[src/dqodt_pkg.sv]
/*
 package for the dq on-die termination control block: mode register fields,
 latency table values, avalon register map.
 assumes a single 100 MHz core clock and an avalon-mm master on the host side.
*/
package dqodt_pkg;
  // avalon register byte offsets
  localparam logic [3:0] DQODT_MODE_OFS   = 4'h0;
  localparam logic [3:0] DQODT_CTRL_OFS   = 4'h4;
  localparam logic [3:0] DQODT_STATUS_OFS = 4'h8;
  localparam logic [3:0] DQODT_TRR_OFS    = 4'hc;
  // termination mode register fields
  localparam int DQ_FLD_LSB = 0;
  localparam int CA_FLD_LSB = 4;
  localparam logic [6:0] MODE_RESET = 7'h00;
  // control register bits
  localparam int CTRL_SETB_BIT = 0;
  localparam int CTRL_BL32_BIT = 1;
  localparam int CTRL_WLVL_BIT = 2;
  localparam int CTRL_PD_BIT   = 3;
  localparam int CTRL_SR_BIT   = 4;
  localparam logic [4:0] CTRL_RESET = 5'h00;
  // resistance codes
  localparam logic [2:0] CODE_OFF = 3'h0;
  localparam logic [2:0] CODE_240 = 3'h1;
  localparam logic [2:0] CODE_40  = 3'h6;
  // latencies in link clock cycles for the top speed bin
  localparam logic [5:0] ON_LAT_A   = 6'h08;
  localparam logic [5:0] ON_LAT_B   = 6'h18;
  localparam logic [5:0] OFF_LAT_A  = 6'h1c;
  localparam logic [5:0] OFF_LAT_B  = 6'h2c;
  localparam logic [5:0] BL32_EXTRA = 6'h08;
  typedef enum logic [2:0] {
    DQODT_IDLE = 3'b001,
    DQODT_WAIT = 3'b010,
    DQODT_ON   = 3'b100
  } dqodt_state_t;
endpackage : dqodt_pkg

[src/dqodt_ctrl.sv]
/*
 dq on-die termination controller: decides termination state per link clock
 cycle from decoded write commands, mode register and power states.
 assumes the link clock, clock enable and command strobes come from the pins
 and are sampled by ref_clk_i, which must be well above twice the link rate.
*/
`timescale 1ns/100ps
module dqodt_ctrl
  import dqodt_pkg::*;
(
  input  wire logic       ref_clk_i,
  input  wire logic       resetn_i,
  input  wire logic [3:0] avs_address_i,
  input  wire logic       avs_read_i,
  input  wire logic       avs_write_i,
  input  wire logic [31:0] avs_writedata_i,
  output logic [31:0]     avs_readdata_o,
  output logic            avs_waitrequest_o,
  input  wire logic       link_clk_i,
  input  wire logic       cke_i,
  input  wire logic       wr_first_i,
  input  wire logic       cas2_i,
  input  wire logic       trr_act_i,
  output logic            dq_term_on_o,
  output logic            dqs_term_on_o,
  output logic [2:0]      dq_term_code_o,
  output logic [2:0]      ca_term_code_o,
  output logic            trr_refresh_o
);
  // ==========================================================
  // pin synchronisers
  logic [1:0] lclk_sync_reg;
  logic [1:0] cke_sync_reg;
  logic [1:0] wr_sync_reg;
  logic [1:0] cas_sync_reg;
  logic [1:0] act_sync_reg;
  logic       lclk_prev_reg;
  logic       lclk_rise;

  always_ff @(posedge ref_clk_i or negedge resetn_i) begin
    if (!resetn_i) begin
      lclk_sync_reg <= 2'h0;
      cke_sync_reg  <= 2'h0;
      wr_sync_reg   <= 2'h0;
      cas_sync_reg  <= 2'h0;
      act_sync_reg  <= 2'h0;
      lclk_prev_reg <= 1'b0;
    end else begin
      lclk_sync_reg <= {lclk_sync_reg[0], link_clk_i};
      cke_sync_reg  <= {cke_sync_reg[0], cke_i};
      wr_sync_reg   <= {wr_sync_reg[0], wr_first_i};
      cas_sync_reg  <= {cas_sync_reg[0], cas2_i};
      act_sync_reg  <= {act_sync_reg[0], trr_act_i};
      lclk_prev_reg <= lclk_sync_reg[1];
    end
  end
  assign lclk_rise = lclk_sync_reg[1] & ~lclk_prev_reg;

  // ==========================================================
  // registers
  logic [6:0] mode_reg;
  logic [4:0] ctrl_reg;
  logic       trr_en_reg;
  logic       rd_pend_reg;

  assign avs_waitrequest_o = (avs_read_i | avs_write_i) & ~rd_pend_reg;

  always_ff @(posedge ref_clk_i or negedge resetn_i) begin
    if (!resetn_i) begin
      mode_reg   <= MODE_RESET;
      ctrl_reg   <= CTRL_RESET;
      trr_en_reg <= 1'b0;
    end else if (avs_write_i && rd_pend_reg) begin
      unique case (avs_address_i)
        DQODT_MODE_OFS: mode_reg   <= avs_writedata_i[6:0];
        DQODT_CTRL_OFS: ctrl_reg   <= avs_writedata_i[4:0];
        DQODT_TRR_OFS:  trr_en_reg <= avs_writedata_i[0];
        default: ;
      endcase
    end
  end

  // one wait cycle for every access, then read data stands with waitrequest low
  always_ff @(posedge ref_clk_i or negedge resetn_i) begin
    if (!resetn_i) begin
      rd_pend_reg <= 1'b0;
    end else begin
      rd_pend_reg <= (avs_read_i | avs_write_i) & ~rd_pend_reg;
    end
  end

  logic [2:0] dq_field;
  logic       term_enabled;
  logic       term_active_reg;
  dqodt_state_t state_reg;

  assign dq_field     = mode_reg[DQ_FLD_LSB +: 3];
  assign term_enabled = (dq_field != CODE_OFF);

  always_ff @(posedge ref_clk_i or negedge resetn_i) begin
    if (!resetn_i) begin
      avs_readdata_o <= 32'h0;
    end else if (avs_read_i && !rd_pend_reg) begin
      unique case (avs_address_i)
        DQODT_MODE_OFS:   avs_readdata_o <= {25'h0, mode_reg};
        DQODT_CTRL_OFS:   avs_readdata_o <= {27'h0, ctrl_reg};
        DQODT_STATUS_OFS: avs_readdata_o <= {28'h0, state_reg, term_active_reg};
        DQODT_TRR_OFS:    avs_readdata_o <= {31'h0, trr_en_reg};
        default:          avs_readdata_o <= 32'h0;
      endcase
    end
  end

  // ==========================================================
  // latency sequencer, counts link clock edges
  logic [5:0] on_lat;
  logic [5:0] off_lat;
  logic [5:0] cnt_reg;
  logic       armed_reg;

  assign on_lat  = ctrl_reg[CTRL_SETB_BIT] ? ON_LAT_B : ON_LAT_A;
  assign off_lat = (ctrl_reg[CTRL_SETB_BIT] ? OFF_LAT_B : OFF_LAT_A)
                 + (ctrl_reg[CTRL_BL32_BIT] ? BL32_EXTRA : 6'h00);

  always_ff @(posedge ref_clk_i or negedge resetn_i) begin
    if (!resetn_i) begin
      armed_reg <= 1'b0;
      state_reg <= DQODT_IDLE;
      cnt_reg   <= 6'h00;
    end else if (lclk_rise) begin
      unique case (state_reg)
        DQODT_IDLE: begin
          if (wr_sync_reg[1] && term_enabled) begin
            armed_reg <= 1'b1;
          end
          if (armed_reg && cas_sync_reg[1]) begin
            armed_reg <= 1'b0;
            cnt_reg   <= 6'h01;
            state_reg <= DQODT_WAIT;
          end
        end
        DQODT_WAIT: begin
          cnt_reg <= cnt_reg + 6'h01;
          if (cnt_reg == on_lat) begin
            state_reg <= DQODT_ON;
          end
        end
        DQODT_ON: begin
          cnt_reg <= cnt_reg + 6'h01;
          if (cnt_reg == off_lat) begin
            state_reg <= DQODT_IDLE;
          end
        end
      endcase
    end
  end

  // ==========================================================
  // output decision
  logic pd_mode;
  logic sr_mode;
  logic wlvl_mode;
  logic dq_on_next;

  assign pd_mode   = ctrl_reg[CTRL_PD_BIT];
  assign sr_mode   = ctrl_reg[CTRL_SR_BIT];
  assign wlvl_mode = ctrl_reg[CTRL_WLVL_BIT];

  always_comb begin
    dq_on_next = term_enabled && (state_reg == DQODT_ON);
    if (sr_mode) begin
      dq_on_next = term_enabled && cke_sync_reg[1];
    end
    if (pd_mode || wlvl_mode) begin
      dq_on_next = 1'b0;
    end
  end

  always_ff @(posedge ref_clk_i or negedge resetn_i) begin
    if (!resetn_i) begin
      term_active_reg <= 1'b0;
      dq_term_on_o    <= 1'b0;
      dqs_term_on_o   <= 1'b0;
      dq_term_code_o  <= CODE_OFF;
      ca_term_code_o  <= CODE_OFF;
      trr_refresh_o   <= 1'b0;
    end else begin
      term_active_reg <= dq_on_next;
      dq_term_on_o    <= dq_on_next;
      dqs_term_on_o   <= wlvl_mode ? (term_enabled && !pd_mode) : dq_on_next;
      dq_term_code_o  <= dq_field;
      ca_term_code_o  <= mode_reg[CA_FLD_LSB +: 3];
      trr_refresh_o   <= trr_en_reg && act_sync_reg[1];
    end
  end

  // ==========================================================
  // checks
  property p_pd_off;
    @(posedge ref_clk_i) disable iff (!resetn_i)
      pd_mode |=> !dq_term_on_o;
  endproperty
  a_pd_off: assert property (p_pd_off) else $error("termination on in power-down");

  property p_zero_off;
    @(posedge ref_clk_i) disable iff (!resetn_i)
      !term_enabled |=> !dq_term_on_o;
  endproperty
  a_zero_off: assert property (p_zero_off) else $error("termination on with field zero");

  property p_wlvl_dq;
    @(posedge ref_clk_i) disable iff (!resetn_i)
      wlvl_mode |=> !dq_term_on_o;
  endproperty
  a_wlvl_dq: assert property (p_wlvl_dq) else $error("dq terminated in leveling");

  property p_wlvl_dqs;
    @(posedge ref_clk_i) disable iff (!resetn_i)
      (wlvl_mode && term_enabled && !pd_mode) |=> dqs_term_on_o;
  endproperty
  a_wlvl_dqs: assert property (p_wlvl_dqs) else $error("dqs not terminated");

  property p_code;
    @(posedge ref_clk_i) disable iff (!resetn_i)
      1'b1 |=> dq_term_code_o == $past(dq_field);
  endproperty
  a_code: assert property (p_code) else $error("code mismatch");

  property p_sr;
    @(posedge ref_clk_i) disable iff (!resetn_i)
      (sr_mode && !pd_mode && !wlvl_mode && !cke_sync_reg[1]) |=> !dq_term_on_o;
  endproperty
  a_sr: assert property (p_sr) else $error("on in self refresh with cke low");

  property p_idle;
    @(posedge ref_clk_i) disable iff (!resetn_i)
      (state_reg != DQODT_ON && !sr_mode) |=> !dq_term_on_o;
  endproperty
  a_idle: assert property (p_idle) else $error("on without write");

  property p_onset;
    @(posedge ref_clk_i) disable iff (!resetn_i)
      (lclk_rise && state_reg == DQODT_WAIT && cnt_reg == on_lat) |=> state_reg == DQODT_ON;
  endproperty
  a_onset: assert property (p_onset) else $error("turn-on latency missed");

  property p_offset;
    @(posedge ref_clk_i) disable iff (!resetn_i)
      (lclk_rise && state_reg == DQODT_ON && cnt_reg == off_lat) |=> state_reg == DQODT_IDLE;
  endproperty
  a_offset: assert property (p_offset) else $error("turn-off latency missed");

  property p_dqs_zero;
    @(posedge ref_clk_i) disable iff (!resetn_i)
      (wlvl_mode && !term_enabled) |=> !dqs_term_on_o;
  endproperty
  a_dqs_zero: assert property (p_dqs_zero) else $error("dqs on with field zero");

  property p_dqs_pd;
    @(posedge ref_clk_i) disable iff (!resetn_i)
      pd_mode |=> !dqs_term_on_o;
  endproperty
  a_dqs_pd: assert property (p_dqs_pd) else $error("dqs on in power-down");

  property p_sr_on;
    @(posedge ref_clk_i) disable iff (!resetn_i)
      (sr_mode && !pd_mode && !wlvl_mode && term_enabled && cke_sync_reg[1]) |=> dq_term_on_o;
  endproperty
  a_sr_on: assert property (p_sr_on) else $error("off in self refresh, cke high");

  property p_ca_code;
    @(posedge ref_clk_i) disable iff (!resetn_i)
      1'b1 |=> ca_term_code_o == $past(mode_reg[CA_FLD_LSB +: 3]);
  endproperty
  a_ca_code: assert property (p_ca_code) else $error("ca code mismatch");

  property p_trr;
    @(posedge ref_clk_i) disable iff (!resetn_i)
      (trr_en_reg && act_sync_reg[1]) |=> trr_refresh_o;
  endproperty
  a_trr: assert property (p_trr) else $error("adjacent refresh missed");

  property p_no_arm;
    @(posedge ref_clk_i) disable iff (!resetn_i)
      (lclk_rise && state_reg == DQODT_IDLE && !armed_reg && !term_enabled) |=> !armed_reg;
  endproperty
  a_no_arm: assert property (p_no_arm) else $error("armed with field zero");

  property p_start;
    @(posedge ref_clk_i) disable iff (!resetn_i)
      (state_reg == DQODT_IDLE && !armed_reg) |=> state_reg == DQODT_IDLE;
  endproperty
  a_start: assert property (p_start) else $error("sequence started without write");

  property p_wait;
    @(posedge ref_clk_i) disable iff (!resetn_i)
      (state_reg == DQODT_WAIT) |=> state_reg != DQODT_IDLE;
  endproperty
  a_wait: assert property (p_wait) else $error("turn-on wait abandoned");

  property p_on_hold;
    @(posedge ref_clk_i) disable iff (!resetn_i)
      (state_reg == DQODT_ON && !lclk_rise) |=> state_reg == DQODT_ON;
  endproperty
  a_on_hold: assert property (p_on_hold) else $error("on state left off a link edge");
endmodule : dqodt_ctrl

[config.mk]
export PLATFORM = sky130hd
export DESIGN_NAME = dqodt_ctrl
export DESIGN_NICKNAME = d
export VERILOG_FILES = /design/src/dqodt_pkg.sv /design/src/dqodt_ctrl.sv
export SDC_FILE = /design/constraint.sdc
export NUM_CORES = 1
export LEC_CHECK = 0
export ABC_AREA = 1
export BUFFER_PORTS_ARGS = -buffer_cell sky130_fd_sc_hd__buf_2
export CORE_UTILIZATION = 35
export CTS_CLUSTER_DIAMETER = 100
export DETAILED_ROUTE_END_ITERATION = 8
export SYNTH_ARGS = -nofsm -noshare
export SYNTH_HDL_FRONTEND = slang
export SYNTH_SLANG_ARGS = --single-unit
[constraint.sdc]
create_clock -name ref_clk_i -period 1.4 [get_ports ref_clk_i]
set_input_delay 0.07 -clock ref_clk_i [delete_from_list [all_inputs] [get_ports ref_clk_i]]
set_output_delay 0.07 -clock ref_clk_i [all_outputs]
set_load 0.005 [all_outputs]
==> impl.org <==
** Outcome
- Outcome :: complete, but fails checks
- Failing checks :: setup timing

** STA
- Clock skew on the completed layout was measured at 0.00472 ns.
- Once routing completed, OpenROAD measured the worst setup slack at -0.00714 ns.
- After layout, the minimum clock period comes to ~1.4 ns.
- Final hold vios :: 0
- Part of the cycle the worst path needs :: 101%
- Setup violations remaining at the end of the flow were counted as 1.
- Slew Limit Fails :: 0
- Unrepaired setup endpoints after global routing :: yes
- Max Fclk :: about 710 MHz

** Critical path
- Critical path fanouts, max :: 4
- Critical Path Start Type :: flip-flop
- Data on the critical path is required at its endpoint by around 1.6 ns.
- On the critical path, the stage with the largest delay is an instance of dfrtp_1.
- Setup crit end kind :: flip-flop
- Arrival time reported for the critical path endpoint :: roughly 1.6 ns
- Cell mode on critical path :: nand2_1
- Worst Path Class, Setup :: reg2reg
- Largest stage delay on the critical path :: around 0.39 ns
- The worst register-to-register path has a depth of 9.
- Ordered cell list for the critical path :: inv_1, ha_1, nand2_1, nor2_1, nand2_1, a21oi_2, nand2_1, nand2_1, nand2_1

** Routing
- DRC :: 0
- Vias per cell :: roughly 4.2
- The first detailed-routing pass took 4 iterations.
- The count of nets left with antenna violations once routing finished came out at 0.
- Total wirelength of the detailed-routed design :: a little over 4000 µm
- Average routed wire per standard cell :: approximately 10 µm
- Vias after detailed routing :: 1629
- DRC violation total after the first TritonRoute iteration :: 74

** Finish
- The finished layout holds just under 400 standard cells, fillers aside.
- After filler insertion, the fill cell instance count of the layout stands at 641.
- The number of antenna diodes in the final layout is 0.
- The library cell used most frequently in the layout, excluding fill and tap cells, is nand2_1.
- The final layout contains ~360 nets.
- Proportion of layout cells with a drive suffix above 1 :: a little under a quarter
- Area Growth Syn to Fin :: 19.3%
- Summing all multi-input logic gate instances after layout gives approximately 840 µm².
- In the layout the commonest cells are nand2_1, dfrtp_1, buf_2.
- In the final layout, flip-flops and latches occupy between 1000 and 1500 µm².
- After routing the design area is 2760 µm².

** Power
- Across the VDD grid, the largest voltage drop is about 0.60 mV.
- PD cells :: roughly 1400 nW/µm²
- Power Total :: between 0.003 and 0.004 W
- The analysis attributes to cell leakage a power of approximately 1.5 nW.

** Floorplan
- Number of top-level pins :: 87
- Row count :: 29
- From bottom edge to top edge, the die measures approximately 83 µm.
- The die covers 6940 µm².
- Measured along the x axis, the die boundary spans about 83 µm.
- Initial core utilization :: between 30% and 40%
- Core region area :: between 6000 and 7000 µm²

** GRT
- First-pass GRT wire length :: 7360 µm
- Overflow left after global routing :: 0
- Entering global routing, the biggest net connects 26 pins.
- The number of global-route vias before repair is between 1500 and 2000.
- The number of antenna violations at the first check in global routing came to 0.
- In the global route stage, overall resource usage came out at about an eighth.

** Worst hold path
- Hold Path Class :: in2reg
- Worst hold path stage count :: 3

** Clock network
- TritonCTS built the clock tree.
- The tree built by TritonCTS fans out to 51 sinks.
- H-tree levels :: 2
- Cell at the root of the clock tree :: clkbuf_8
- In this run the deepest clock path goes through 2 buffers.
- The clock reaches the later pin of the worst-skew pair after ~0.3 ns.
- Buffers inserted during clock tree synthesis total 5.
- Clock slew seen by the registers of the worst setup and hold paths :: 0.09 ns

** Synth
- The share of the Yosys chip area taken by registers is a little under three fifths.
- Yosys printed 0 warnings.
- Area of the mapped netlist :: between 2000 and 2500 µm²
- Averaged over all synthesized cells, the footprint is 9.07 µm².
- In the synthesized netlist, the number of instances is 255.
- Flip-flop and latch count after synthesis :: approximately 50
- In this run, distinct cell masters in the synthesized netlist total 30.

** Place
- The congestion estimate from routability-driven global placement came to approximately 0.77.
- Half-perimeter wire length of the detailed placement result :: approximately 3100 µm
- Timing analysis after detailed placement gives a worst setup slack of -0.0148 ns.
- Buffers placed on the I/O ports in this run total 36.
- Count of placed standard cells including taps :: between 300 and 400
- The placed instances occupy a cell area of approximately 2500 µm².

** Job
- The tool flagged a number of max-cap violations equal to 0.
-- path summary, 6_finish.rpt --
path                       slack [ns]                from                to
setup reg to reg               -0.007          cnt_reg[0]      state_reg[2]
max in group asynchronous        0.79            resetn_i      state_reg[0]
setup / recovery               -0.007          cnt_reg[0]      state_reg[2]
min in group asynchronous        0.08            resetn_i  lclk_sync_reg[0]
hold / removal                  0.009  avs_writedata_i[4]       mode_reg[4]
hold reg to reg                  0.35    lclk_sync_reg[0]  lclk_sync_reg[1]
-- cell type report --
type                    instances  share of cell area [%]
clock buffers                   7                    3.13
clock inverters                 1                   0.318
flip-flops and latches         51                    46.4
repair buffers                 54                    12.2
well taps                      77                    3.49
multi-input cells             171                    30.4
inverters                      30                    4.08
-- synthesized netlist by cell type --
library cell	n	area (µm²)
nor2_1	19	71.3
o22a_1	1	8.76
nand3b_1	1	7.51
o21ai_0	13	65.1
o21ai_1	9	45.0
nand3_1	9	45.0
o211ai_1	3	22.5
buf_4	25	188
dfrtp_1	50	1250
nor2_2	1	6.26
nor2_4	1	11.3
nor3_1	1	5.00
o31ai_2	1	12.5
nor3_2	2	20.0
mux2_2	2	22.5
buf_2	2	10.0
ha_1	3	37.5
xnor2_1	1	8.76
o22ai_1	1	6.26
a21oi_2	2	17.5
inv_2	3	11.3
a21oi_1	1	5.00
dfstp_2	1	26.3
conb_1	1	3.75
xor2_1	1	8.76
nand2_2	3	18.8
nand2_1	68	255
nand4_1	2	12.5
inv_1	27	101
o21a_1	1	7.51
-- stage by stage --
| stage | TNS, ns | utilization [%] | hold WS [ns] |
|---|---|---|---|
| after floorplan | 0 | - | -0.226 |
| after global placement | 0 | 40.0 | -0.128 |
| after detailed placement | -0.0148 | 40.0 | -0.129 |
| after CTS | 0 | 42.8 | 0.00485 |
| after global routing | -0.168 | 43.4 | 0.0151 |
| final | -0.00714 | 43.4 | 0.00854 |
-- logic make-up after synthesis --
logic type / synth area share, %
AO/OA/AOI/OAI: 8.23
XOR/XNOR: 0.758
flip-flops: 55.2
adder cells (fa/ha/maj): 1.62
multiplexers: 0.974
other: 0.162
AND/OR/NAND/NOR: 19.6
buffers and inverters: 13.4
-- what timing repair did --
action                                  4_1_cts  5_1_grt
buffers inserted                              0        2
resized for setup                             1        7
endpoints found under the setup margin        1        9
pin swaps                                     0        6
hold endpoints to repair                     57        0
hold buffers                                  8        0
-- worst max-delay path: cells and delay by family (launching register included) --
kind                       cells  cell delay (ns)
adders and majority gates      1             0.18
AOI/OAI and AO/OA              1             0.18
DFF                            1             0.39
buffers and inverters          1             0.10
and+or+nand+nor                6             0.47
-- power by group --
part           switching (W)  total [W]  internal, W  leakage (nW)
clock network       0.000485   0.000891     0.000406        0.0484
registers           0.000203    0.00194      0.00174         0.653
logic               0.000510   0.000902     0.000392         0.749
total                0.00120    0.00373      0.00254          1.45
-- routing by layer --
metal | GRT usage [%] | share of wire (%) | wire length [µm]
met1 | 18.5 | 50 | 2060
met2 | 20.3 | 44 | 1810
met3 | 2.58 | 3.6 | 147
met4 | 5.64 | 2.0 | 83
met5 | 0 | 0 | 0
Note: power is estimated with default switching activity, not from simulation.
